**src/pkg/chgmf_defs.svh**
```systemverilog
// Constants for the charger mode and fault control block.
`ifndef CHGMF_DEFS_SVH
`define CHGMF_DEFS_SVH
`define CHGMF_CLK_HZ 20000000
`define CHGMF_INT_PULSE_NS 128000
`define CHGMF_INT_PULSE_CYC ((`CHGMF_INT_PULSE_NS * (`CHGMF_CLK_HZ / 1000000)) / 1000)
`define CHGMF_DGL_OVP_CYC 2560
`define CHGMF_DGL_INPUT_UNDERVOLTAGE_CYC 2560
`define CHGMF_DPM_SEL_W 3
`define CHGMF_DPM_MIN_MV 4200
`define CHGMF_DPM_STEP_MV 100
`define CHGMF_TERM_W 7
`define CHGMF_TERM_MIN_UA 500
`define CHGMF_TERM_STEP_UA 500
`define CHGMF_TERM_MAX_CODE 7'h49
`define CHGMF_TERM_DEF_CODE 7'h13
`define CHGMF_PCT_W 2
`endif

```
**src/pkg/chgmf_pkg.sv**
```systemverilog
// Types for the charger mode and fault control block.
package chgmf_pkg;
	typedef enum logic [1:0] {CHGMF_LOOP_CC, CHGMF_LOOP_CV, CHGMF_LOOP_INPUT_CURRENT_LIMIT_SETTING, CHGMF_LOOP_OTHER}
		chgmf_loop_t;
	typedef enum logic [2:0] {CHGMF_ST_IDLE, CHGMF_ST_CHARGE, CHGMF_ST_DONE, CHGMF_ST_HOLD,
		CHGMF_ST_FAULT} chgmf_state_t;
endpackage

```
**src/hw/chgmf_deglitch.sv**
```systemverilog
// Synchroniser with qualification counter for one comparator level.
`timescale 1ns/1ps
`default_nettype none
module chgmf_deglitch #(
	parameter int CYC = 2560
) (
	// Clock and reset
	input wire logic clk_i,
	input wire logic rst_b_i,
	// Raw level and qualified result
	input wire logic raw_i,
	output logic level_o
);
	logic s1_q;
	logic s2_q;
	logic [15:0] cnt_q;
	logic [15:0] cnt_d;
	wire logic differs;
	wire logic done;
	assign differs = s2_q != level_o;
	assign done = cnt_q >= 16'(CYC - 1);
	assign cnt_d = (!differs || done) ? 16'h0000 : cnt_q + 16'h0001;
	always_ff @(posedge clk_i)
	begin
		if (!rst_b_i)
		begin
			s1_q <= 1'b0;
			s2_q <= 1'b0;
			cnt_q <= 16'h0000;
			level_o <= 1'b0;
		end
		else
		begin
			s1_q <= raw_i;
			s2_q <= s1_q;
			cnt_q <= cnt_d;
			if (differs && done)
				level_o <= s2_q;
		end
	end
endmodule
`default_nettype wire

```
**src/hw/chgmf_top.sv**
```systemverilog
// Charger mode, termination and input fault control logic.
//
// Overview of operation
// - Input power-management threshold selects 4.2 V to 4.9 V in 100 mV steps, or off.
// - Active input power-management loop sets the input voltage limit flag.
// - Double timer option extends safety timer while input power management is active.
// - Input power management active inhibits charge termination.
// - Input between undervoltage and threshold with a battery attached: no charging, middle node fed by battery.
// - Overvoltage turns discharge switch on, one 128 us interrupt pulse, flags updated.
// - After overvoltage clears and deglitch passes, status clears and operation resumes.
// - Fault flags stay until read after the condition has gone.
// - Undervoltage after deglitch: fault, one 128 us pulse, status and flags updated.
// - Valid input and charge disable 0 starts charge; 1 keeps discharge switch off.
// - Charge disable pin also enables or disables charging.
// - Termination in constant-voltage mode at threshold current above recharge level.
// - Termination blocked when any loop other than constant voltage controls.
// - Supplement mode entered below battery by entry offset, left above by exit offset.
// - No termination in power-path reduction or supplement mode.
// - Default mode on valid input arrival or reset bit; left on any host write.
// - Default mode with a grounded programming pin uses built-in settings.
// - Termination current register spans 500 uA to 37 mA.
// - Resistor termination is 5 to 20 percent of fast charge; precharge equals it.
// - Host mode uses external termination when the setting selects it.
`timescale 1ns/1ps
`default_nettype none
`include "chgmf_defs.svh"
module chgmf_top #(
	parameter int PULSE_CYC = `CHGMF_INT_PULSE_CYC,
	parameter int DGL_OVP_CYC = `CHGMF_DGL_OVP_CYC,
	parameter int DGL_INPUT_UNDERVOLTAGE_CYC = `CHGMF_DGL_INPUT_UNDERVOLTAGE_CYC
) (
	// Clock and reset
	input wire logic clk_i,
	input wire logic rst_b_i,
	// Analog comparator levels, asynchronous
	input wire logic input_overvoltage_i,
	input wire logic input_undervoltage_i,
	input wire logic input_below_dpm_i,
	input wire logic battery_attached_i,
	input wire logic mid_below_bat_entry_i,
	input wire logic mid_above_bat_exit_i,
	input wire logic power_path_reduction_mode_i,
	input wire logic current_at_term_i,
	input wire logic bat_above_recharge_i,
	input wire logic [1:0] active_loop_i,
	input wire logic charge_disable_pin_i,
	input wire logic prog_pin_grounded_i,
	// Register bits from the host interface logic
	input wire logic host_write_i,
	input wire logic fault_read_i,
	input wire logic reset_bit_i,
	input wire logic charge_disable_bit_i,
	input wire logic dpm_disable_i,
	input wire logic [`CHGMF_DPM_SEL_W-1:0] dpm_sel_i,
	input wire logic term_enable_i,
	input wire logic double_timer_i,
	input wire logic [`CHGMF_TERM_W-1:0] term_code_i,
	input wire logic use_ext_term_i,
	input wire logic [`CHGMF_PCT_W-1:0] ext_term_pct_i,
	// Outputs
	output logic [`CHGMF_DPM_SEL_W-1:0] dpm_thresh_sel_o,
	output logic dpm_active_o,
	output logic input_voltage_limit_flag_o,
	output logic timer_extend_o,
	output logic charge_enable_o,
	output logic discharge_switch_o,
	output logic supplement_mode_o,
	output logic term_done_o,
	output logic default_mode_o,
	output logic use_builtin_o,
	output logic [`CHGMF_TERM_W-1:0] term_code_o,
	output logic [`CHGMF_TERM_W-1:0] precharge_code_o,
	output logic ext_term_o,
	output logic [`CHGMF_PCT_W-1:0] ext_term_pct_o,
	output logic ovp_status_o,
	output logic input_undervoltage_status_o,
	output logic ovp_fault_o,
	output logic input_undervoltage_fault_o,
	output logic int_o
);
	import chgmf_pkg::*;

	localparam int PULSE_CNT = (PULSE_CYC < 1) ? 1 : PULSE_CYC;

	// Raw comparator levels pass two flops before use.
	logic [10:0] s1_q;
	logic [10:0] s2_q;
	logic ovp_q;
	logic input_undervoltage_q;
	logic ovp_prev_q;
	logic input_undervoltage_prev_q;
	logic valid_prev_q;
	logic [12:0] pulse_cnt_q;
	chgmf_state_t state_q;
	chgmf_state_t state_d;

	chgmf_deglitch #(.CYC(DGL_OVP_CYC)) u_dgl_ovp (
		.clk_i(clk_i),
		.rst_b_i(rst_b_i),
		.raw_i(input_overvoltage_i),
		.level_o(ovp_q)
	);
	chgmf_deglitch #(.CYC(DGL_INPUT_UNDERVOLTAGE_CYC)) u_dgl_input_undervoltage (
		.clk_i(clk_i),
		.rst_b_i(rst_b_i),
		.raw_i(input_undervoltage_i),
		.level_o(input_undervoltage_q)
	);

	always_ff @(posedge clk_i)
	begin
		if (!rst_b_i)
		begin
			s1_q <= 11'h000;
			s2_q <= 11'h000;
		end
		else
		begin
			s1_q <= {prog_pin_grounded_i, charge_disable_pin_i, active_loop_i,
				bat_above_recharge_i, current_at_term_i, power_path_reduction_mode_i,
				mid_above_bat_exit_i, mid_below_bat_entry_i, battery_attached_i,
				input_below_dpm_i};
			s2_q <= s1_q;
		end
	end

	wire logic below_dpm = s2_q[0];
	wire logic bat_att = s2_q[1];
	wire logic sup_enter = s2_q[2];
	wire logic sup_exit = s2_q[3];
	wire logic power_path_reduction_mode = s2_q[4];
	wire logic at_term = s2_q[5];
	wire logic above_rchg = s2_q[6];
	wire logic [1:0] loop_s = s2_q[8:7];
	wire logic cd_pin = s2_q[9];
	wire logic pin_gnd = s2_q[10];

	// Loop is active only when the function is enabled and the input sits below threshold.
	wire logic dpm_act = !dpm_disable_i && below_dpm && !input_undervoltage_q;
	wire logic input_valid = !ovp_q && !input_undervoltage_q;
	wire logic chg_off = charge_disable_bit_i || cd_pin;
	wire logic no_chg_window = dpm_act && bat_att;
	wire logic cv_only = loop_s == CHGMF_LOOP_CV;
	wire logic term_block = dpm_act || power_path_reduction_mode || supplement_mode_o || !cv_only;
	wire logic term_hit = term_enable_i && !term_block && at_term && above_rchg;
	wire logic ovp_rise = ovp_q && !ovp_prev_q;
	wire logic input_undervoltage_rise = input_undervoltage_q && !input_undervoltage_prev_q;
	wire logic pulse_busy = pulse_cnt_q != 13'h0000;
	wire logic fault_event = ovp_rise || input_undervoltage_rise;
	// Any code above the top step saturates at 37 mA.
	wire logic [`CHGMF_TERM_W-1:0] term_clip =
		(term_code_i > `CHGMF_TERM_MAX_CODE) ? `CHGMF_TERM_MAX_CODE : term_code_i;
	wire logic [`CHGMF_TERM_W-1:0] term_sel =
		(default_mode_o && pin_gnd) ? `CHGMF_TERM_DEF_CODE : term_clip;
	wire logic ext_sel = default_mode_o ? !pin_gnd : use_ext_term_i;

	always_comb
	begin
		state_d = state_q;
		case (state_q)
			CHGMF_ST_IDLE:
				if (!input_valid)
					state_d = CHGMF_ST_FAULT;
				else if (!chg_off && !no_chg_window)
					state_d = CHGMF_ST_CHARGE;
				else
					state_d = CHGMF_ST_HOLD;
			CHGMF_ST_CHARGE:
				if (!input_valid)
					state_d = CHGMF_ST_FAULT;
				else if (chg_off || no_chg_window)
					state_d = CHGMF_ST_HOLD;
				else if (term_hit)
					state_d = CHGMF_ST_DONE;
			CHGMF_ST_DONE:
				if (!input_valid)
					state_d = CHGMF_ST_FAULT;
				else if (chg_off)
					state_d = CHGMF_ST_HOLD;
			CHGMF_ST_HOLD:
				if (!input_valid)
					state_d = CHGMF_ST_FAULT;
				else if (!chg_off && !no_chg_window)
					state_d = CHGMF_ST_CHARGE;
			CHGMF_ST_FAULT:
				if (input_valid)
					state_d = CHGMF_ST_IDLE;
			default:
				state_d = CHGMF_ST_IDLE;
		endcase
	end

	always_ff @(posedge clk_i)
	begin
		if (!rst_b_i)
		begin
			state_q <= CHGMF_ST_IDLE;
			ovp_prev_q <= 1'b0;
			input_undervoltage_prev_q <= 1'b0;
			valid_prev_q <= 1'b0;
		end
		else
		begin
			state_q <= state_d;
			ovp_prev_q <= ovp_q;
			input_undervoltage_prev_q <= input_undervoltage_q;
			valid_prev_q <= input_valid;
		end
	end

	// Interrupt pulse: events during a pulse are dropped so the host sees one edge per burst.
	always_ff @(posedge clk_i)
	begin
		if (!rst_b_i)
		begin
			pulse_cnt_q <= 13'h0000;
			int_o <= 1'b0;
		end
		else if (pulse_busy)
		begin
			pulse_cnt_q <= pulse_cnt_q - 13'h0001;
			int_o <= pulse_cnt_q != 13'h0001;
		end
		else if (fault_event)
		begin
			pulse_cnt_q <= 13'(PULSE_CNT);
			int_o <= 1'b1;
		end
	end

	// Sticky faults: set wins over a read, and a read clears only once the condition is gone.
	always_ff @(posedge clk_i)
	begin
		if (!rst_b_i)
		begin
			ovp_fault_o <= 1'b0;
			input_undervoltage_fault_o <= 1'b0;
		end
		else
		begin
			ovp_fault_o <= ovp_q || (ovp_fault_o && !fault_read_i);
			input_undervoltage_fault_o <= input_undervoltage_q || (input_undervoltage_fault_o && !fault_read_i);
		end
	end

	// Supplement hysteresis between entry and exit offsets.
	always_ff @(posedge clk_i)
	begin
		if (!rst_b_i)
			supplement_mode_o <= 1'b0;
		else if (sup_enter)
			supplement_mode_o <= 1'b1;
		else if (sup_exit)
			supplement_mode_o <= 1'b0;
	end

	// Host writes take priority over a concurrent default-mode entry.
	always_ff @(posedge clk_i)
	begin
		if (!rst_b_i)
			default_mode_o <= 1'b1;
		else if (host_write_i)
			default_mode_o <= 1'b0;
		else if (reset_bit_i || (input_valid && !valid_prev_q))
			default_mode_o <= 1'b1;
	end

	always_ff @(posedge clk_i)
	begin
		if (!rst_b_i)
		begin
			dpm_thresh_sel_o <= '0;
			dpm_active_o <= 1'b0;
			input_voltage_limit_flag_o <= 1'b0;
			timer_extend_o <= 1'b0;
			charge_enable_o <= 1'b0;
			discharge_switch_o <= 1'b1;
			term_done_o <= 1'b0;
			use_builtin_o <= 1'b0;
			term_code_o <= `CHGMF_TERM_DEF_CODE;
			precharge_code_o <= `CHGMF_TERM_DEF_CODE;
			ext_term_o <= 1'b0;
			ext_term_pct_o <= '0;
			ovp_status_o <= 1'b0;
			input_undervoltage_status_o <= 1'b0;
		end
		else
		begin
			dpm_thresh_sel_o <= dpm_sel_i;
			dpm_active_o <= dpm_act;
			input_voltage_limit_flag_o <= dpm_act;
			timer_extend_o <= double_timer_i && dpm_act;
			charge_enable_o <= state_d == CHGMF_ST_CHARGE;
			// Battery feeds the middle node in the fault state, or while the loop is active with a battery attached.
			discharge_switch_o <= state_d == CHGMF_ST_FAULT || no_chg_window;
			term_done_o <= state_d == CHGMF_ST_DONE;
			use_builtin_o <= default_mode_o && pin_gnd;
			term_code_o <= term_sel;
			precharge_code_o <= term_sel;
			ext_term_o <= ext_sel;
			ext_term_pct_o <= ext_term_pct_i;
			ovp_status_o <= ovp_q;
			input_undervoltage_status_o <= input_undervoltage_q;
		end
	end
endmodule
`default_nettype wire

```
**config.mk**
```make
export PLATFORM = sky130hd
export DESIGN_NAME = chgmf_top
export DESIGN_NICKNAME = d
export VERILOG_FILES = /design/src/pkg/chgmf_pkg.sv /design/src/hw/chgmf_deglitch.sv /design/src/hw/chgmf_top.sv
export VERILOG_INCLUDE_DIRS = /design/src /design/src/pkg
export SDC_FILE = /design/constraint.sdc
export NUM_CORES = 1
export LEC_CHECK = 0
export ABC_AREA = 1
export BUFFER_PORTS_ARGS = -buffer_cell sky130_fd_sc_hd__clkbuf_2
export CORE_MARGIN = 2
export CORE_UTILIZATION = 50
export CTS_BUF_LIST = sky130_fd_sc_hd__clkbuf_16
export CTS_CLUSTER_SIZE = 14
export DETAILED_ROUTE_END_ITERATION = 6
export PLACE_DENSITY = 0.73
export SLEW_MARGIN = 30
export SYNTH_ARGS = -nofsm -noshare
export SYNTH_HDL_FRONTEND = slang
export SYNTH_SLANG_ARGS = --single-unit
```
**constraint.sdc**
```tcl
create_clock -name clk_i -period 4.9 [get_ports clk_i]
set_clock_uncertainty 0.15 [all_clocks]
set_input_delay 1.47 -clock clk_i [delete_from_list [all_inputs] [get_ports clk_i]]
set_output_delay 1.47 -clock clk_i [all_outputs]
set_load 0.02 [all_outputs]
```
== Yosys cells after proc, flatten, opt, wreduce, memory -nomap -nowiden ==
Cells that the tools add are included.
Storage, ports and cells
  flip-flop bits (word level): 103
  input port bits: 35
  output and inout port bits: 34
Operators by class
  add/sub/neg operators: 3
  order comparisons: 3
  eq/ne operators: 11
  muxes and demuxes: 21
  bitwise operators: 1
  reduce and logical (&&, ||, !) cells: 52
Operator list (number)
  16-bit by 1-bit adder with 16-bit output, second input constant: 2
  16-bit by 12-bit >= comparator with 1-bit output, second input constant: 2
  3-bit 2-to-1 mux: 9
  13-bit 2-to-1 mux: 2
  1-bit logical AND: 17
  3-bit case mux with 5 select lines: 1
  1-bit zero test: 14
  13-bit by 1-bit != test with 1-bit output, second input constant: 1
  13-bit nonzero test: 1
  13-bit by 1-bit subtractor with 13-bit output, second input constant: 1
  1-bit logical OR: 12
  3-bit by 2-bit == test with 1-bit output, second input constant: 3
  7-bit > comparator, second input constant: 1
  1-bit 2-to-1 mux: 7
  7-bit 2-to-1 mux: 1
  3-bit by 1-bit == test with 1-bit output, second input constant: 2
  3-bit == test, second input constant: 2
  2-bit nonzero test: 3
  2-bit OR reduction: 3
  3-bit zero test: 1
  3-bit OR reduction: 1
  2-bit by 1-bit == test with 1-bit output, second input constant: 1
  2-bit 2-to-1 mux: 1
  1-bit != test: 2
  1-bit inverter: 1

== Logic depth before layout (Yosys ltp) ==
  word-level depth: 16
  mapped depth: 10

== By module ==
Synthesis repeated with hierarchy kept, for this count alone.
Second synthesis, totals
  cell total of the unflattened synthesis: 509
  area total of the unflattened synthesis: 4127.7 um^2
Modules (own cells, without submodules)
  chgmf_top: instances 1, cells an instance 311, area an instance 2431.1 um^2, seq. area each 1301.2 um^2
  chgmf_deglitch: instances 2, cells an instance 99, area an instance 848.3 um^2, seq. area each 380.4 um^2

== Least setup slack after synthesis ==
Ideal clock, no wire load.
  path type: input to register
  start: input rst_b_i
  end: register u_dgl_ovp.cnt_q[10]
  library setup time: 0.070 ns
  arrival time: 2.194 ns
  data required time: 4.680 ns
  slack: 2.486 ns
  stages: 6
  buffers on the path: 2
  cells stage by stage: buf_2 -> o21ai_0 -> a21oi_1 -> nand3_1 -> buf_4 -> a21oi_1
Between the ends
  cells in the longest elaborated chain, start to end: 2
RTL lines
  start, declared: RTL line chgmf_top.sv:34  | input wire logic rst_b_i,
  1-bit inverter (no line)
  2-bit OR reduction (no line)
  end signal, assigned: RTL line chgmf_deglitch.sv:36  | cnt_q <= cnt_d;
  end, declared: RTL line chgmf_deglitch.sv:16  | logic [15:0] cnt_q;
Every way passes these cells.
A chain may end at the register's enable or synchronous reset.

== Worst setup path after layout ==
  start: input rst_b_i
  end: register precharge_code_o[0]
Between the ends
  cells in the longest elaborated chain, start to end: 2
RTL lines
  1-bit inverter (no line)
  3-bit OR reduction (no line)
  end signal, assigned: RTL line chgmf_top.sv:281  | precharge_code_o <= `CHGMF_TERM_DEF_CODE;
  end signal, assigned: RTL line chgmf_top.sv:299  | precharge_code_o <= term_sel;
  end, declared: RTL line chgmf_top.sv:72  | output logic [`CHGMF_TERM_W-1:0] precharge_code_o,
Every way passes these cells.

==> impl_metrics.sql <==
INSERT INTO impl_metrics (metric_group, metric, value, unit) VALUES
('floorplanning', 'die_y', '92.53', 'um'),
('power_and_ir_drop', 'power.clock.fraction', '35.0', '%'),
('setup_path', 'critPathMaxFanout', '37', ''),
('power_and_ir_drop', 'intPower', '1.457', 'mW'),
('grt', 'grt_start_max_net_pins', '38', ''),
('floorplanning', 'design.die.area', '8562', 'um^2'),
('clock_tree', 'numCtsBuffers', '9', ''),
('timing', 'transition_time_of_the_tightest_slew_check_pin', '511.8', 'ps'),
('drt', 'drt-total-wl', '6.643', 'mm'),
('power_and_ir_drop', 'seq_power_share', '45.3', '%'),
('yosys', 'ys_async_sr_fraction', '0', '%'),
('final_layout', 'num_antenna_cells', '0', ''),
('yosys', 'syn_area', '3919', 'um^2'),
('yosys', 'syn_inst', '491', ''),
('placed_design', 'portBuffers', '68', ''),
('yosys', 'ys_flop_type', 'sky130_fd_sc_hd__dfxtp_1', ''),
('yosys', 'ys_seq_elements', '103', ''),
('flow_run', 'maxCapViolations', '0', ''),
('power_and_ir_drop', 'power.density', '451.7', 'nW/um^2'),
('drt', 'detailedRoute.firstIterationViolations', '123', ''),
('drt', 'wire_per_inst', '9.930', 'um'),
('setup_path', 'worst_ep_required_time', '4980', 'ps'),
('timing', 'worst_hold_slack', '264.3', 'ps'),
('placed_design', 'post-dp-hpwl', '4.767', 'mm'),
('yosys', 'synth_warnings', '0', ''),
('final_layout', 'area_growth', '18.17', '%'),
('setup_path', 'critical_path.startpoint_type', 'input port', ''),
('final_layout', 'fin_cells', '669', ''),
('min_path', 'hold_class', 'register to register', ''),
('grt', 'overflow_left_after_global_routing', '0', ''),
('clock_tree', 'insertion_delay', '340', 'ps'),
('timing', 'min_period_over_period', '53.34', '%'),
('grt', 'initial_antenna_violation_count', '0', ''),
('yosys', 'synth_cell_type_count', '36', ''),
('placed_design', 'total_instance_count_after_detailed_placement', '653', ''),
('setup_path', 'arrival', '2690', 'ps'),
('timing', 'final.min_clock_period', '2614', 'ps'),
('drt', 'routed-via-count', '3034', ''),
('timing', 'setup-tns-final', '0', 'ps'),
('timing', 'max-slew-margin-rel', '65.67', '%'),
('floorplanning', 'floorplan_core_area', '7647', 'um^2'),
('grt', 'via_count_of_the_first_global_routing_pass', '2785', ''),
('power_and_ir_drop', 'leakage_power', '2.281', 'nW'),
('timing', 'rsz0062_at_grt', 'no', ''),
('power_and_ir_drop', 'share_comb_of_total_power', '19.8', '%'),
('grt', 'globalRouteTotalUtil', '16.34', '%'),
('floorplanning', 'floorplan.die.width', '92.53', 'um'),
('power_and_ir_drop', 'max_rail_drop_vdd', '233.5', 'uV'),
('clock_tree', 'cts_sink_cnt', '103', ''),
('clock_tree', 'cts.root.buffer_cell', 'sky130_fd_sc_hd__clkbuf_16', ''),
('yosys', 'synth_seq_area_share', '52.62', '%'),
('final_layout', 'finalNetCount', '601', ''),
('drt', 'drt_pre_antenna_iters', '5', ''),
('yosys', 'post_synth.cell_area_avg', '7.981', 'um^2'),
('timing', 'setup_violations', '0', ''),
('placed_design', 'place.gp.congestion', '0.8028', ''),
('setup_path', 'endpoint_kind_of_the_worst_setup_timing_path', 'register', ''),
('clock_tree', 'htree_levels', '3', ''),
('power_and_ir_drop', 'report.power.total', '2.092', 'mW'),
('power_and_ir_drop', 'netSwitchingFraction', '30.37', '%'),
('clock_tree', 'holdBufCountCts', '0', ''),
('drt', 'remaining_drc_errors', '0', ''),
('drt', 'route.antenna.remaining_nets', '0', ''),
('timing', 'maxClockFrequency', '382.6', 'MHz'),
('yosys', 'synth-edff-count', '0', ''),
('power_and_ir_drop', 'power.net_switching', '635.3', 'uW'),
('clock_tree', 'register_clock_pin_slew_on_the_reported_worst_setup_and_hold_paths', '70', 'ps'),
('drt', 'via_per_inst', '4.535', ''),
('timing', 'finalHoldViolations', '0', ''),
('setup_path', 'setup.worst_path.class', 'input port to register', ''),
('grt', 'grt_first_pass_wirelength', '11.27', 'mm'),
('floorplanning', 'fp-row-count', '32', ''),
('run_status', 'run_status', 'completed', ''),
('floorplanning', 'initial_utilization', '51.24', '%'),
('clock_tree', 'cts_resized', '0', ''),
('final_layout', 'drive_above_1_share', '20.28', '%'),
('timing', 'slew_violations', '0', ''),
('clock_tree', 'cts_tree', 'yes', ''),
('floorplanning', 'design.portCount', '69', ''),
('clock_tree', 'max-clock-path-buffers', '2', ''),
('clock_tree', 'post_cts_buffers', '0', ''),
('final_layout', 'filler_cells', '657', '');
-- through the flow --
stage / utilization (%) / setup slack, ps / cell area (um^2)
floorplan: - / 2486 / 3945
global placement: 56.46 / 1967 / 4318
detailed placement: 56.46 / 1934 / 4318
CTS: 60.55 / 2303 / 4631
global route: 60.55 / 2172 / 4631
finish: 60.55 / 2286 / 4631
-- sequential cells by signal (all words and copies together) (netlist names), 2 cells and up --
register	count
dpm_thresh_sel_o	3
ext_term_pct_o	2
precharge_code_o	7
pulse_cnt_q	13
s1_q	11
s2_q	11
state_q	3
u_dgl_input_undervoltage.cnt_q	16
u_dgl_ovp.cnt_q	16
-- synth_stat cells, drive strengths merged, types with 4 or more instances --
| cell type | count | area [um^2] |
|---|---|---|
| ha | 4 | 50.05 |
| nor3 | 17 | 105.1 |
| o21ai | 10 | 50.05 |
| inv | 81 | 304.0 |
| dfxtp | 103 | 2062 |
| xor2 | 6 | 52.55 |
| nand2 | 112 | 442.9 |
| nand4 | 8 | 50.05 |
| nor2 | 70 | 315.3 |
| buf | 15 | 98.83 |
| nand3 | 28 | 155.2 |
| a21oi | 18 | 101.4 |
-- layer usage --
layer,GRT usage [%],share of wire (%)
met1,19.06,46
met2,28.22,47
met3,3.987,4.2
met4,7.587,2.5
met5,0,0
-- power groups by stage --
stage	registers (mW)	clock network (mW)	logic, mW
floorplan	0.974	0	0.310
global placement	0.963	0	0.397
detailed placement	0.963	0	0.407
CTS	0.946	0.746	0.411
global route	0.954	0.782	0.472
finish	0.947	0.731	0.414
-- kinds of logic after synthesis --
family | Yosys count | synth area share [%]
AND/OR/NAND/NOR | 241 | 28.32
flip-flops | 103 | 52.62
buffers and inverters | 98 | 10.47
AO/OA/AOI/OAI | 35 | 5.205
XOR/XNOR | 9 | 2.012
adder cells (fa/ha/maj) | 4 | 1.277
other | 1 | 0.09569
-- worst max-delay path, cell delays in order --
cell                       delay [ps]
sky130_fd_sc_hd__clkbuf_2         200
sky130_fd_sc_hd__buf_4            370
sky130_fd_sc_hd__nand2_1          180
sky130_fd_sc_hd__inv_1            110
sky130_fd_sc_hd__nand2_1           80
sky130_fd_sc_hd__or2_2            270
-- cell usage in the layout (no fill, tap or decap), types with 3 or more instances in the layout --
cell type	instances
sky130_fd_sc_hd__xnor2_1	3
sky130_fd_sc_hd__xor2_1	6
sky130_fd_sc_hd__clkbuf_2	68
sky130_fd_sc_hd__a21oi_2	3
sky130_fd_sc_hd__nor2_2	9
sky130_fd_sc_hd__nand2_2	3
sky130_fd_sc_hd__nand3_1	25
sky130_fd_sc_hd__inv_1	81
sky130_fd_sc_hd__o21ai_0	10
sky130_fd_sc_hd__nor2_1	57
sky130_fd_sc_hd__clkinv_4	3
sky130_fd_sc_hd__dfxtp_1	103
sky130_fd_sc_hd__nor3_1	13
sky130_fd_sc_hd__conb_1	8
sky130_fd_sc_hd__nand4_1	8
sky130_fd_sc_hd__nor2_4	4
sky130_fd_sc_hd__clkbuf_16	9
sky130_fd_sc_hd__nand3_2	3
sky130_fd_sc_hd__ha_1	4
sky130_fd_sc_hd__nand2_1	107
sky130_fd_sc_hd__nor3_2	4
sky130_fd_sc_hd__a21oi_1	15
-- area by class of cell --
class	count	area [um^2]	area share, %
clock buffer	9	225.2	4.864
multi-input combinational	297	1473	31.80
clock inverter	7	87.58	1.891
sequential	103	2062	44.53
inverter	82	307.8	6.647
tap	102	127.6	2.756
timing repair buffer	69	347.8	7.511
-- final timing paths --
check | end | slack (ps) | cells after the start | from
setup / recovery | precharge_code_o[0]$_SDFF_PP1_ | 2290 | 6 | rst_b_i
hold / removal | s2_q[7]$_SDFF_PN0_ | 260 | 2 | s1_q[7]$_SDFF_PN0_
setup reg to reg | u_dgl_ovp.cnt_q[9]$_SDFF_PP0_ | 3050 | 6 | u_dgl_ovp.cnt_q[0]$_SDFF_PP0_
hold reg to reg | s2_q[7]$_SDFF_PN0_ | 260 | 2 | s1_q[7]$_SDFF_PN0_
Note: power is estimated with default switching activity, not from simulation.
